`src/hdl/plac_pkg.sv`:
```
package plac_pkg;
  localparam int DATA_W = 8;
  localparam int PTR_W = 16;
  localparam int KEY_BYTES = 8;
  localparam int KEY_W = 64;
  localparam logic [KEY_W-1:0] UNLOCK_KEY = 64'h1289AB45CDD888FF;
  // Bits received after the start bit: data, parity, two stops
  localparam logic [3:0] RX_LAST_BIT = 4'hB;
  localparam logic [3:0] RX_FIRST_BIT = 4'h1;
  localparam int PAR_POS = 8;
  localparam int STOP1_POS = 9;
  localparam int STOP2_POS = 10;
  localparam logic [7:0] TX_FRAME_BITS = 8'h0C;
  localparam logic [7:0] IDLE_MIN_BITS = 8'h02;
  localparam logic [7:0] GUARD_MAX_BITS = 8'h80;
  localparam logic [2:0] GT_RESET = 3'h0;
  localparam logic [2:0] GT_NONE = 3'h7;
  // Opcodes and match masks
  localparam logic [7:0] OP_LD = 8'h20;
  localparam logic [7:0] OP_LD_INC = 8'h24;
  localparam logic [7:0] OP_ST = 8'h60;
  localparam logic [7:0] OP_ST_INC = 8'h64;
  localparam logic [7:0] OP_INC_MASK = 8'hFB;
  localparam logic [7:0] OP_PTR = 8'h68;
  localparam logic [7:0] OP_PTR_MASK = 8'hFE;
  localparam logic [7:0] OP_IO_MARK = 8'h10;
  localparam int OP_DIR_BIT = 7;
  localparam logic [7:0] OP_NIB_MASK = 8'hF0;
  localparam logic [7:0] OP_CSS_RD = 8'h80;
  localparam logic [7:0] OP_CSS_WR = 8'hC0;
  localparam logic [7:0] OP_KEY = 8'hE0;
  localparam int PTR_SEL_BIT = 0;
  // Control-and-status space
  localparam logic [3:0] CSS_STATUS = 4'h0;
  localparam logic [3:0] CSS_PHYCTL = 4'h2;
  localparam logic [3:0] CSS_IDENT = 4'hF;
  localparam int NVM_EN_POS = 1;
  localparam logic [7:0] IDENT_DEFAULT = 8'h5A;
  // Error state has its own bit so the error pin is a bare flop
  localparam int ST_ERR_POS = 7;
  typedef enum logic [7:0] {
    ST_IDLE = 8'h01,
    ST_FETCH = 8'h02,
    ST_MEMR = 8'h04,
    ST_TX = 8'h08,
    ST_OPER = 8'h10,
    ST_MEMW = 8'h20,
    ST_KEY = 8'h40,
    ST_ERR = 8'h80
  } plac_state_t;
  typedef enum logic [1:0] {
    CL_NONE  = 2'h0,
    CL_READ  = 2'h1,
    CL_WRITE = 2'h2,
    CL_KEY   = 2'h3
  } plac_class_t;
endpackage

```
`src/hdl/plac_top.sv`:
```
`timescale 1ns/1ps
// Function
// - Read messages: device transmits the operand byte
// - One operand per instruction, key takes eight
// - Transmit only while sending read operands
// - Parity, frame, break, collision enter error state
// - Error state ignores traffic until a break
// - Indirect load, optional pointer post-increment
// - Indirect store, optional pointer post-increment
// - Pointer store picks byte by opcode bit
// - I/O read at six-bit opcode address
// - I/O write at six-bit opcode address
// - Control space read at low-nibble address
// - Control space write at low-nibble address
// - Key instruction collects eight bytes, compares
// - Memory programming off until correct key
// - Writing zero to enable flag disables programming
// - Start, eight LSB-first bits, even parity, two stops
// - Break is twelve or more low bits
// - Guard time plus two idle bits before transmit
// - Enable flag reads set while programming enabled
module plac_top #(
  parameter logic [7:0] IDENT_CODE = plac_pkg::IDENT_DEFAULT,
  parameter int FIFO_DEPTH = 8
) (
  input wire logic MCLK,
  input wire logic RST_N,
  input wire logic LINK_CLK,
  input wire logic LINK_DATA_I,
  output logic LINK_DATA_O,
  output logic LINK_DATA_OE,
  output logic MEM_REQ,
  output logic MEM_WE,
  output logic MEM_IO,
  output logic [plac_pkg::PTR_W-1:0] MEM_ADDR,
  output logic [plac_pkg::DATA_W-1:0] MEM_WDATA,
  input wire logic [plac_pkg::DATA_W-1:0] MEM_RDATA,
  input wire logic MEM_ACK,
  output logic NVM_PROG_EN,
  output logic PHY_TX_MODE,
  output logic LINK_ERROR
);
  import plac_pkg::*;
  // IDENT_CODE default is an arbitrary neutral value

  function automatic plac_class_t classify(input logic [7:0] b);
    if ((b & OP_IO_MARK) != 8'h00) begin
      classify = b[OP_DIR_BIT] ? CL_WRITE : CL_READ;
    end else if ((b & OP_INC_MASK) == OP_LD ||
                 (b & OP_NIB_MASK) == OP_CSS_RD) begin
      classify = CL_READ;
    end else if ((b & OP_INC_MASK) == OP_ST ||
                 (b & OP_PTR_MASK) == OP_PTR ||
                 (b & OP_NIB_MASK) == OP_CSS_WR) begin
      classify = CL_WRITE;
    end else if (b == OP_KEY) begin
      classify = CL_KEY;
    end else begin
      classify = CL_NONE;
    end
  endfunction

  // Link pins are asynchronous to MCLK: two stages before use
  logic clk_s1_reg, clk_s2_reg, clk_s3_reg, dat_s1_reg, dat_s2_reg;
  logic rise, fall, din;
  always_ff @(posedge MCLK) begin
    if (!RST_N) begin
      // Link clock idles high: a low reset value would fake a rising edge
      clk_s1_reg <= 1'b1;
      clk_s2_reg <= 1'b1;
      clk_s3_reg <= 1'b1;
      dat_s1_reg <= 1'b1;
      dat_s2_reg <= 1'b1;
    end else begin
      clk_s1_reg <= LINK_CLK;
      clk_s2_reg <= clk_s1_reg;
      clk_s3_reg <= clk_s2_reg;
      dat_s1_reg <= LINK_DATA_I;
      dat_s2_reg <= dat_s1_reg;
    end
  end
  assign rise = clk_s2_reg && !clk_s3_reg;
  assign fall = !clk_s2_reg && clk_s3_reg;
  assign din = dat_s2_reg;

  plac_state_t state_reg, state_next;
  logic [3:0] rx_cnt_reg, rx_cnt_next;
  logic [10:0] rx_sh_reg, rx_sh_next;
  logic armed_reg, armed_next;
  logic tx_act_reg, tx_act_next, prev_reg, prev_next;
  logic [7:0] tx_cnt_reg, tx_cnt_next, idle_len;
  logic [11:0] tx_sh_reg, tx_sh_next;
  logic out_reg, out_next, oe_reg, oe_next, bit_now;
  logic rx_good, brk, rx_bad, coll, tx_done, exc, overrun;
  logic f_in_ready, f_valid, pop, txgo_reg, txgo_next;
  logic [7:0] f_data, txb_reg, txb_next;
  logic [2:0] gt_reg, gt_next;

  // Fewer guard bits shorten each read; the code halves it per step, GT_NONE drops it
  assign idle_len = ((gt_reg == GT_NONE) ? 8'h00 : (GUARD_MAX_BITS >> gt_reg))
                    + IDLE_MIN_BITS;

  always_comb begin
    rx_cnt_next = rx_cnt_reg;
    rx_sh_next = rx_sh_reg;
    armed_next = armed_reg;
    tx_act_next = tx_act_reg;
    tx_cnt_next = tx_cnt_reg;
    tx_sh_next = tx_sh_reg;
    prev_next = prev_reg;
    out_next = out_reg;
    oe_next = oe_reg;
    rx_good = 1'b0;
    brk = 1'b0;
    rx_bad = 1'b0;
    coll = 1'b0;
    tx_done = 1'b0;
    bit_now = (tx_cnt_reg < idle_len) ? 1'b1 : tx_sh_reg[0];
    if (txgo_reg) begin
      tx_act_next = 1'b1;
      tx_cnt_next = 8'h00;
      prev_next = 1'b0;
      tx_sh_next = {2'b11, ^txb_reg, txb_reg, 1'b0};
      rx_cnt_next = 4'h0;
      armed_next = 1'b0;
    end else if (tx_act_reg) begin
      if (rise && !oe_reg && !din) begin
        coll = 1'b1;
        tx_act_next = 1'b0;
        oe_next = 1'b0;
        out_next = 1'b1;
      end else if (fall) begin
        if (tx_cnt_reg == idle_len + TX_FRAME_BITS) begin
          tx_done = 1'b1;
          tx_act_next = 1'b0;
          oe_next = 1'b0;
          out_next = 1'b1;
        end else begin
          out_next = bit_now;
          // Ones are driven for one bit only, then held by the pull-up
          oe_next = !bit_now || !prev_reg;
          prev_next = bit_now;
          tx_cnt_next = tx_cnt_reg + 8'h01;
          if (tx_cnt_reg >= idle_len) begin
            tx_sh_next = {1'b1, tx_sh_reg[11:1]};
          end
        end
      end
    end else if (rise) begin
      if (rx_cnt_reg == 4'h0) begin
        // A long break stays low: wait for high before a new start
        if (!din && armed_reg) begin
          rx_cnt_next = RX_FIRST_BIT;
          armed_next = 1'b0;
        end else if (din) begin
          armed_next = 1'b1;
        end
      end else begin
        rx_sh_next = {din, rx_sh_reg[10:1]};
        rx_cnt_next = rx_cnt_reg + 4'h1;
        if (rx_cnt_reg == RX_LAST_BIT) begin
          rx_cnt_next = 4'h0;
          armed_next = din;
          if (rx_sh_next == 11'h000) begin
            brk = 1'b1;
          end else if (!rx_sh_next[STOP1_POS] || !rx_sh_next[STOP2_POS] ||
                       rx_sh_next[PAR_POS] != ^rx_sh_next[7:0]) begin
            rx_bad = 1'b1;
          end else begin
            rx_good = 1'b1;
          end
        end
      end
    end
  end

  always_ff @(posedge MCLK) begin
    if (!RST_N) begin
      rx_cnt_reg <= 4'h0;
      rx_sh_reg <= 11'h000;
      armed_reg <= 1'b0;
      tx_act_reg <= 1'b0;
      tx_cnt_reg <= 8'h00;
      tx_sh_reg <= 12'h000;
      prev_reg <= 1'b0;
      out_reg <= 1'b1;
      oe_reg <= 1'b0;
    end else begin
      rx_cnt_reg <= rx_cnt_next;
      rx_sh_reg <= rx_sh_next;
      armed_reg <= armed_next;
      tx_act_reg <= tx_act_next;
      tx_cnt_reg <= tx_cnt_next;
      tx_sh_reg <= tx_sh_next;
      prev_reg <= prev_next;
      out_reg <= out_next;
      oe_reg <= oe_next;
    end
  end
  assign LINK_DATA_O = out_reg;
  assign LINK_DATA_OE = oe_reg;
  assign PHY_TX_MODE = tx_act_reg;

  // Received bytes queue here while the core waits on memory
  plac_fifo #(.WIDTH(DATA_W), .DEPTH(FIFO_DEPTH)) u_rx_fifo (
    .clk(MCLK),
    .rst_n(RST_N),
    .clr(exc),
    .in_valid(rx_good && state_reg != ST_ERR),
    .in_ready(f_in_ready),
    .in_data(rx_sh_reg[8:1]),
    .out_valid(f_valid),
    .out_ready(pop),
    .out_data(f_data)
  );
  // A programmer cannot be stalled mid-frame, so a full queue is an error
  assign overrun = rx_good && state_reg != ST_ERR && !f_in_ready;
  assign exc = state_reg != ST_ERR &&
               (brk || rx_bad || coll || overrun);

  logic [7:0] op_reg, op_next, wdata_reg, wdata_next;
  logic [PTR_W-1:0] ptr_reg, ptr_next, addr_reg, addr_next;
  logic [KEY_W-1:0] key_reg, key_next, key_cand;
  logic [2:0] kcnt_reg, kcnt_next;
  logic nvm_reg, nvm_next, req_reg, req_next, we_reg, we_next;
  logic io_reg, io_next, is_css, is_io, post_inc;
  logic [7:0] css_val;

  assign is_css = (op_reg & OP_NIB_MASK) == OP_CSS_RD ||
                  (op_reg & OP_NIB_MASK) == OP_CSS_WR;
  assign is_io = (op_reg & OP_IO_MARK) != 8'h00;
  assign post_inc = op_reg == OP_LD_INC || op_reg == OP_ST_INC;
  assign key_cand = {f_data, key_reg[KEY_W-1:DATA_W]};

  always_comb begin
    css_val = 8'h00;
    case (op_reg[3:0])
      CSS_STATUS: css_val[NVM_EN_POS] = nvm_reg;
      CSS_PHYCTL: css_val[2:0] = gt_reg;
      CSS_IDENT: css_val = IDENT_CODE;
      default: css_val = 8'h00;
    endcase
  end

  always_comb begin
    state_next = state_reg;
    op_next = op_reg;
    ptr_next = ptr_reg;
    key_next = key_reg;
    kcnt_next = kcnt_reg;
    nvm_next = nvm_reg;
    gt_next = gt_reg;
    req_next = 1'b0;
    we_next = we_reg;
    io_next = io_reg;
    addr_next = addr_reg;
    wdata_next = wdata_reg;
    txb_next = txb_reg;
    txgo_next = 1'b0;
    pop = 1'b0;
    case (state_reg)
      ST_IDLE: begin
        if (f_valid) begin
          pop = 1'b1;
          op_next = f_data;
          case (classify(f_data))
            CL_READ: state_next = ST_FETCH;
            CL_WRITE: state_next = ST_OPER;
            CL_KEY: begin
              state_next = ST_KEY;
              kcnt_next = 3'h0;
            end
            default: state_next = ST_IDLE;
          endcase
        end
      end
      ST_FETCH: begin
        if (is_css) begin
          txb_next = css_val;
          txgo_next = 1'b1;
          state_next = ST_TX;
        end else begin
          req_next = 1'b1;
          we_next = 1'b0;
          io_next = is_io;
          addr_next = is_io ? PTR_W'({op_reg[6:5], op_reg[3:0]}) : ptr_reg;
          state_next = ST_MEMR;
        end
      end
      ST_MEMR: begin
        if (MEM_ACK) begin
          txb_next = MEM_RDATA;
          txgo_next = 1'b1;
          if (post_inc) begin
            ptr_next = ptr_reg + 1'b1;
          end
          state_next = ST_TX;
        end
      end
      ST_TX: begin
        if (tx_done) begin
          state_next = ST_IDLE;
        end
      end
      ST_OPER: begin
        if (f_valid) begin
          pop = 1'b1;
          state_next = ST_IDLE;
          if ((op_reg & OP_NIB_MASK) == OP_CSS_WR) begin
            if (op_reg[3:0] == CSS_STATUS && !f_data[NVM_EN_POS]) begin
              nvm_next = 1'b0;
            end
            if (op_reg[3:0] == CSS_PHYCTL) begin
              gt_next = f_data[2:0];
            end
          end else if ((op_reg & OP_PTR_MASK) == OP_PTR) begin
            if (op_reg[PTR_SEL_BIT]) begin
              ptr_next[PTR_W-1:DATA_W] = f_data;
            end else begin
              ptr_next[DATA_W-1:0] = f_data;
            end
          end else begin
            req_next = 1'b1;
            we_next = 1'b1;
            io_next = is_io;
            addr_next = is_io ? PTR_W'({op_reg[6:5], op_reg[3:0]}) : ptr_reg;
            wdata_next = f_data;
            state_next = ST_MEMW;
          end
        end
      end
      ST_MEMW: begin
        if (MEM_ACK) begin
          if (post_inc) begin
            ptr_next = ptr_reg + 1'b1;
          end
          state_next = ST_IDLE;
        end
      end
      ST_KEY: begin
        if (f_valid) begin
          pop = 1'b1;
          key_next = key_cand;
          kcnt_next = kcnt_reg + 3'h1;
          if (kcnt_reg == 3'(KEY_BYTES - 1)) begin
            state_next = ST_IDLE;
            if (key_cand == UNLOCK_KEY) begin
              nvm_next = 1'b1;
            end
          end
        end
      end
      ST_ERR: begin
        if (brk) begin
          state_next = ST_IDLE;
        end
      end
      default: state_next = ST_ERR;
    endcase
    if (exc) begin
      state_next = ST_ERR;
      pop = 1'b0;
      req_next = 1'b0;
      txgo_next = 1'b0;
    end
  end

  always_ff @(posedge MCLK) begin
    if (!RST_N) begin
      state_reg <= ST_IDLE;
      op_reg <= 8'h00;
      ptr_reg <= '0;
      key_reg <= '0;
      kcnt_reg <= 3'h0;
      nvm_reg <= 1'b0;
      gt_reg <= GT_RESET;
      req_reg <= 1'b0;
      we_reg <= 1'b0;
      io_reg <= 1'b0;
      addr_reg <= '0;
      wdata_reg <= 8'h00;
      txb_reg <= 8'h00;
      txgo_reg <= 1'b0;
    end else begin
      state_reg <= state_next;
      op_reg <= op_next;
      ptr_reg <= ptr_next;
      key_reg <= key_next;
      kcnt_reg <= kcnt_next;
      nvm_reg <= nvm_next;
      gt_reg <= gt_next;
      req_reg <= req_next;
      we_reg <= we_next;
      io_reg <= io_next;
      addr_reg <= addr_next;
      wdata_reg <= wdata_next;
      txb_reg <= txb_next;
      txgo_reg <= txgo_next;
    end
  end
  assign MEM_REQ = req_reg;
  assign MEM_WE = we_reg;
  assign MEM_IO = io_reg;
  assign MEM_ADDR = addr_reg;
  assign MEM_WDATA = wdata_reg;
  assign NVM_PROG_EN = nvm_reg;
  assign LINK_ERROR = state_reg[ST_ERR_POS];
endmodule

```
`src/hdl/plac_fifo.sv`:
```
`timescale 1ns/1ps
module plac_fifo #(
  parameter int WIDTH = 8,
  parameter int DEPTH = 8
) (
  input wire logic clk,
  input wire logic rst_n,
  input wire logic clr,
  input wire logic in_valid,
  output logic in_ready,
  input wire logic [WIDTH-1:0] in_data,
  output logic out_valid,
  input wire logic out_ready,
  output logic [WIDTH-1:0] out_data
);
  localparam int AW = $clog2(DEPTH);
  logic [WIDTH-1:0] mem_reg [DEPTH];
  logic [AW-1:0] wr_reg, wr_next, rd_reg, rd_next;
  logic [AW:0] cnt_reg, cnt_next;
  logic do_wr, do_rd;

  assign in_ready = cnt_reg != (AW+1)'(DEPTH);
  assign out_valid = cnt_reg != '0;
  assign out_data = mem_reg[rd_reg];
  assign do_wr = in_valid && in_ready && !clr;
  assign do_rd = out_valid && out_ready && !clr;

  always_comb begin
    wr_next = wr_reg;
    rd_next = rd_reg;
    cnt_next = cnt_reg;
    if (clr) begin
      wr_next = '0;
      rd_next = '0;
      cnt_next = '0;
    end else begin
      if (do_wr) begin
        wr_next = (wr_reg == AW'(DEPTH-1)) ? '0 : wr_reg + 1'b1;
      end
      if (do_rd) begin
        rd_next = (rd_reg == AW'(DEPTH-1)) ? '0 : rd_reg + 1'b1;
      end
      cnt_next = cnt_reg + (AW+1)'(do_wr) - (AW+1)'(do_rd);
    end
  end

  always_ff @(posedge clk) begin
    if (!rst_n) begin
      wr_reg <= '0;
      rd_reg <= '0;
      cnt_reg <= '0;
    end else begin
      wr_reg <= wr_next;
      rd_reg <= rd_next;
      cnt_reg <= cnt_next;
    end
  end

  // Storage needs no reset; only the pointers and count define validity
  always_ff @(posedge clk) begin
    if (do_wr) begin
      mem_reg[wr_reg] <= in_data;
    end
  end
endmodule

```
`config.mk`:
```
export PLATFORM = sky130hd
export DESIGN_NAME = plac_top
export DESIGN_NICKNAME = d
export VERILOG_FILES = /design/src/hdl/plac_pkg.sv /design/src/hdl/plac_top.sv /design/src/hdl/plac_fifo.sv
export SDC_FILE = /design/constraint.sdc
export NUM_CORES = 1
export LEC_CHECK = 0
export BUFFER_PORTS_ARGS = -buffer_cell sky130_fd_sc_hd__buf_2
export CAP_MARGIN = 20
export CORE_MARGIN = 3
export CORE_UTILIZATION = 55
export DETAILED_ROUTE_END_ITERATION = 6
export PLACE_DENSITY_LB_ADDON = 0.3
export SLEW_MARGIN = 10
export SYNTH_ARGS = -nofsm -noshare
export SYNTH_HDL_FRONTEND = slang
export SYNTH_SLANG_ARGS = --single-unit
```
`constraint.sdc`:
```
create_clock -name MCLK -period 3 [get_ports MCLK]
set_input_delay 0.15 -clock MCLK [delete_from_list [all_inputs] [get_ports MCLK]]
set_output_delay 0.15 -clock MCLK [all_outputs]
set_load 0.005 [all_outputs]
```
**After elaboration in Yosys (flattened, before gate mapping)**

Memory sizes are Yosys's and may differ from the RTL's. A register that Yosys moved wholly into a read port is not among the register bits.
Index checks and enable logic that the tools add are counted.

- Add/subtract/negate cells: 10
- $mul: 0
- Div/mod/pow operators: 0
- Magnitude comparators: 2
- Equality and inequality tests: 67
- Shifts and indexed selects: 1
- Mux-type cells: 134
- Bitwise logic cells: 8
- Reductions and logical operators: 73

Operators by type and width:

| kind | count |
|---|---|
| 16-bit two-way mux | 10 |
| 8-bit two-way mux | 14 |
| 12-bit two-way mux | 6 |
| 1-bit two-way mux | 71 |
| 64-bit by 61-bit equality test with 1-bit output, second input constant | 1 |
| 16-bit one-hot mux with 2 select lines | 2 |
| 8-bit one-hot mux with 8 select lines | 1 |
| 2-bit != test, second input constant | 17 |
| 4-bit equality test, second input constant | 6 |
| 4-bit AND reduction | 6 |
| 7-bit by 6-bit equality test with 1-bit output, second input constant | 3 |
| 3-bit two-way mux | 7 |
| 7-bit one-hot mux with 3 select lines | 1 |
| 7-bit AND reduction | 3 |
| 4-bit two-way mux | 5 |
| 2-bit nonzero test | 10 |
| 3-bit by 2-bit != test with 1-bit output, second input constant | 6 |
| 16-bit by 1-bit adder with 16-bit output, second input constant | 1 |
| 8-bit by 6-bit equality test with 1-bit output, second input constant | 2 |
| 8-bit by 7-bit equality test with 1-bit output, second input constant | 2 |
| 8-bit equality test, second input constant | 2 |
| 8-bit one-hot mux with 2 select lines | 1 |
| 8-bit AND reduction | 2 |
| 8-bit parity | 2 |
| 43 further kinds | 114 |

- Flip-flop bits (word level): 194
- Bits in latches: 0
- Bits in writable memories: 64
- Bits in read-only memories: 0
- Output and inout port bits: 32
- Memories kept: 1

Memory list:

| name | words | width | rd ports | clocked after memory_dff | write ports | RTL line | source |
|---|---|---|---|---|---|---|---|
| u_rx_fifo.mem_reg | 8 | 8 | 1 | 1 | 1 | plac_fifo.sv:17 | `logic [WIDTH-1:0] mem_reg [DEPTH];` |

**Longest topological paths before layout**

- Word-level depth: 19
- Depth in mapped cells: 15
- Depth with buffers taken out: 15

**Cells and area by module**

A second synthesis with hierarchy kept.

- Cell total of the unflattened synthesis: 1195
- Area, all modules: 11524.8 um^2

Modules (own cells, without submodules):

| module | instances | cells each | area an instance (um^2) | seq. area each (um^2) |
|---|---|---|---|---|
| plac_top | 1 | 1023 | 8334.2 | 3503.4 |
| plac_fifo | 1 | 172 | 3190.6 | 2182.1 |

**Worst setup path after synthesis**

No wires, ideal clock.

- Path type: register to register
- Start: register rx_sh_reg[1]
- End: register u_rx_fifo.cnt_reg[1]
- Setup time: 115 ps
- Arrival time: 2839 ps
- Data required time: 2885 ps
- Path slack: 45 ps
- Stages on the path, launching flop included: 14
- Period minus slack after synthesis: 2955 ps
- Path through: dfxtp_1 > inv_1 > ha_1 > xnor3_1 > xnor2_1 > nand4_1 > a21oi_4 > o211ai_2 > inv_1 > ha_1 > inv_1 > ha_1 > fa_1 > and3_1

- Word-level cells in the longest chain between the ends: 18

Ends and longest elaborated chain:

| what | RTL line | source |
|---|---|---|
| from (decl) | plac_top.sv:88 | `logic [10:0] rx_sh_reg, rx_sh_next;` |
| from (signal assigned) | plac_top.sv:190 | `rx_sh_reg <= rx_sh_next;` |
| 8-bit parity | plac_top.sv:167 | `rx_sh_next[PAR_POS] != ^rx_sh_next[7:0]) begin` |
| 1-bit != test | plac_top.sv:167 |  |
| 1-bit logical OR | plac_top.sv:166 | `end else if (!rx_sh_next[STOP1_POS] \|\| !rx_sh_next[STOP2_POS] \|\|` |
| 1-bit two-way mux | plac_top.sv:166 |  |
| 1-bit two-way mux | plac_top.sv:164 | `if (rx_sh_next == 11'h000) begin` |
| 1-bit two-way mux | plac_top.sv:161 | `if (rx_cnt_reg == RX_LAST_BIT) begin` |
| 1-bit two-way mux | plac_top.sv:150 | `if (rx_cnt_reg == 4'h0) begin` |
| 1-bit two-way mux | plac_top.sv:149 | `end else if (rise) begin` |
| [2 not listed] | -- |  |
| 1-bit logical OR / 1-bit logical AND (equally long branches) | plac_top.sv:219, plac_top.sv:209, plac_top.sv:217 |  |
| 1-bit logical OR / 1-bit logical AND (equally long branches) | plac_top.sv:219, plac_top.sv:217 |  |
| 1-bit logical OR | plac_top.sv:219 | `(brk \|\| rx_bad \|\| coll \|\| overrun);` |
| 1-bit logical AND | plac_top.sv:218 | `assign exc = state_reg != ST_ERR &&` |
| 1-bit zero test / 1-bit two-way mux (equally long branches) | plac_fifo.sv:25, plac_fifo.sv:26, plac_top.sv:360 |  |
| 1-bit logical AND, on equally long branches | plac_fifo.sv:25, plac_fifo.sv:26 |  |
| 4-bit by 1-bit adder with 4-bit output / 1-bit logical AND (equally long branches) | plac_fifo.sv:43, plac_fifo.sv:26 |  |
| 4-bit by 1-bit subtractor with 4-bit output | plac_fifo.sv:43 | `cnt_next = cnt_reg + (AW+1)'(do_wr) - (AW+1)'(do_rd);` |
| to (signal assigned) | plac_fifo.sv:55 | `cnt_reg <= cnt_next;` |
| to (decl) | plac_fifo.sv:19 | `logic [AW:0] cnt_reg, cnt_next;` |

Several ways; a longest one is shown, not always the timed one.
A chain may end at the register's enable or synchronous reset.

**Final worst setup path**

- Start: register rx_sh_reg[8]
- End: register u_rx_fifo.cnt_reg[1]

Same word-level chain as after synthesis.

==> summary.md <==
| Metric | Value |
|---|---|
| WS Path Type | `flop to flop` |
| First-pass GRT wire length | `41.8 mm` |
| Actual slew at the worst max-slew pin | `1.01 ns` |
| Worst setup SP type | `flop` |
| HPWL Detailed | `17.1 mm` |
| DR iter-0 viols | `549` |
| Area leader, netlist | `dfxtp_1` |
| Post-layout instance area | `13,200 sq um` |
| Clock latency on the worst-skew pair | `0.54 ns` |
| Synth Register Bits | `252` |
| Fillers | `1,527` |
| Final cycle utilization of the critical path | `94.1%` |
| Clk sinks | `252` |
| EDFF count, synth | `64` |
| Row cnt | `51` |
| CP Max Fanout | `2` |
| Hold Path Class | `input pin to flop` |
| R2R depth | `13` |
| Asr flop ratio synth | `0%` |
| PortBufs | `44` |
| Routed wire length | `25.3 mm` |
| Largest net degree at the start of global routing | `94` |
| Final slew viol count | `0` |
| Status | `finished, final reports clean` |
| MaxCap Viol Count | `0` |
| Vias | `8,750` |
| Vias per cell | `5.73` |
| Syn Nets | `1,201` |
| Antenna violations before repair | `0` |
| Final Skew | `0.0167 ns` |
| Drt first pass iters | `6` |
| GRT Total Usage | `22.7%` |
| Synth top area share | `33.1%` |
| Rel. slew slack | `32.4%` |
| Crit path required time | `3.42 ns` |
| Power per cell area | `539 nW/um^2` |
| Top_reg_cell synth | `dfxtp_1` |
| DP Area | `12,100 sq um` |
| Chip height | `150 um` |
| Final hold violation count | `0` |
| Clock buffer depth | `3` |
| Most common cell after layout, fill and taps aside | `dfxtp_1` |
| Leakage power | `4.62 nW` |
| DR WL/cell | `16.6 um` |
| Die Area | `22,500 sq um` |
| Detail Route Antenna Nets | `0` |
| CORE AREA | `19,900 sq um` |
| Fmax | `354 MHz` |
| DR DRC count | `0` |
| TritonCTS Buffers | `26` |
| Io pins | `45` |
| Vias in the first global route | `8,225` |
| Cells after Synth | `1,158` |
| WHS Path Cells | `3` |
| Sequential fraction of the synthesis area | `49.9%` |
| CTS tree | `done` |
| Clk Tree Root Cell | `clkbuf_16` |
| Peak supply drop | `318 uV` |
| Setup violators final | `0` |
| Routability Congestion | `0.878` |
| Grt ovf | `0` |
| Final min period | `2.82 ns` |
| CP arrival | `3.25 ns` |
| Total Power | `7.11 mW` |
| Ant diodes | `0` |
| Syn Std Cell Area | `11,400 sq um` |
| Synth cell types | `86` |
| Top post-synthesis cells by area | `dfxtp_1 33%, edfxtp_1 17%, nand2_1 5.6%` |
| Layout Nets | `1,288` |
| Die X | `150 um` |
| Most frequent cells in the layout | `187 x dfxtp_1, 169 x nand2_1, 120 x nor2_1, 110 x a21oi_1, 65 x buf_4` |
| Crit. End Element | `flop` |
| Avg Inst Size Synth | `9.83 sq um` |
| Reg clk slew, reported paths | `0.06 ns` |
| Fraction of layout cells with a size suffix above 1 | `16.9%` |
| Area Growth Syn to Fin | `15.9%` |
| YS warnings | `0` |
| H-tree depth | `1` |
| Max reg flops | `64` |
| Initial Util | `57.2%` |
-- layout make-up --
class                   instances  area [sq um]  area share, %
clock buffers                  36           768           5.82
clock inverters                10           115          0.873
inverters                      31           119          0.901
multi-input cells             815          5350           40.6
flip-flops and latches        252          5690           43.1
well taps                     265           332           2.51
repair buffers                119           818           6.20
-- worst paths after layout --
kind / start / end / slack [ns]
max: rx_sh_reg[8] / u_rx_fifo.cnt_reg[1] / 0.18
min: MEM_ACK / txgo_reg / 0.03
max reg2reg: rx_sh_reg[8] / u_rx_fifo.cnt_reg[1] / 0.18
min reg2reg: clk_s1_reg / clk_s2_reg / 0.41
-- power by group --
part / switching [mW] / internal (mW) / total (mW)
sequential: 0.0311 / 3.49 / 3.52
clock: 1.31 / 1.96 / 3.27
combinational: 0.190 / 0.134 / 0.323
-- metrics by stage --
stage / hold WS, ns / setup TNS [ns] / worst slack [ns] / util, % / cells
floorplan: 0.251 / 0 / 0.0453 / - / 1158
global placement: 0.338 / 0 / 0.0756 / 61.0 / 1472
detailed placement: 0.338 / -0.00632 / -0.00632 / 61.0 / 1472
CTS: 0.0230 / 0 / 0.0184 / 65.9 / 1527
global route: 0.0487 / -0.0370 / -0.0172 / 66.3 / 1528
finish: 0.0284 / 0 / 0.178 / 66.3 / 1528
-- critical path, stage by stage, from the launching register on --
cell and delay, ns:
dfxtp_1 0.32, inv_1 0.06, ha_4 0.27, xnor3_1 0.30
xnor2_1 0.17, nand4_1 0.18, a21oi_4 0.22, o211ai_2 0.13
inv_2 0.09, ha_4 0.19, inv_2 0.06, ha_4 0.13
fa_1 0.42, and3_1 0.19
-- Yosys cell counts (5+ instances only) --
cell type	number
a211oi_1	42
a21oi_1	110
a31oi_1	6
and3_1	9
buf_2	17
clkbuf_1	35
dfxtp_1	188
edfxtp_1	64
ha_1	29
inv_1	30
mux2i_1	37
mux2i_4	5
mux4_1	5
mux4_2	9
nand2_1	169
nand2b_1	14
nand3_1	19
nand3b_1	17
nand4_1	12
nor2_1	120
nor2b_1	8
nor3_1	18
nor3b_1	11
nor4_1	9
o21a_1	5
o21ai_0	32
or3_1	8
or4bb_1	5
xnor2_1	17
xor2_1	8
-- layer usage --
layer / track usage [%] / wire (um) / up-vias
met2: 36.9 / 11800 / 228
met1: 32.2 / 11700 / 4154
met5: 0 / 0 / -
met4: 5.86 / 544 / 0
met3: 3.12 / 1320 / 47
li1: - / - / 4321
-- kinds of logic (layout without fill, tap and decap cells) --
logic type,after synthesis,in the layout,share of synthesized area [%]
muxes,61,61,7.69
DFF,252,252,49.9
adders and majority gates,30,30,3.36
xor gates and xnor gates,26,26,2.12
and+or+nand+nor,466,466,20.7
AOI/OAI and AO/OA,232,232,12.6
buffers and inverters,91,196,3.61
-- timing repair --
action,in CTS,in global routing
gates cloned,0,0
hold buffers,9,0
setup endpoints to repair,12,20
endpoints found under the hold margin,9,0
buffers inserted,0,1
pin swaps,0,7
resized for setup,1,12
(Power assumes the default switching activity.)
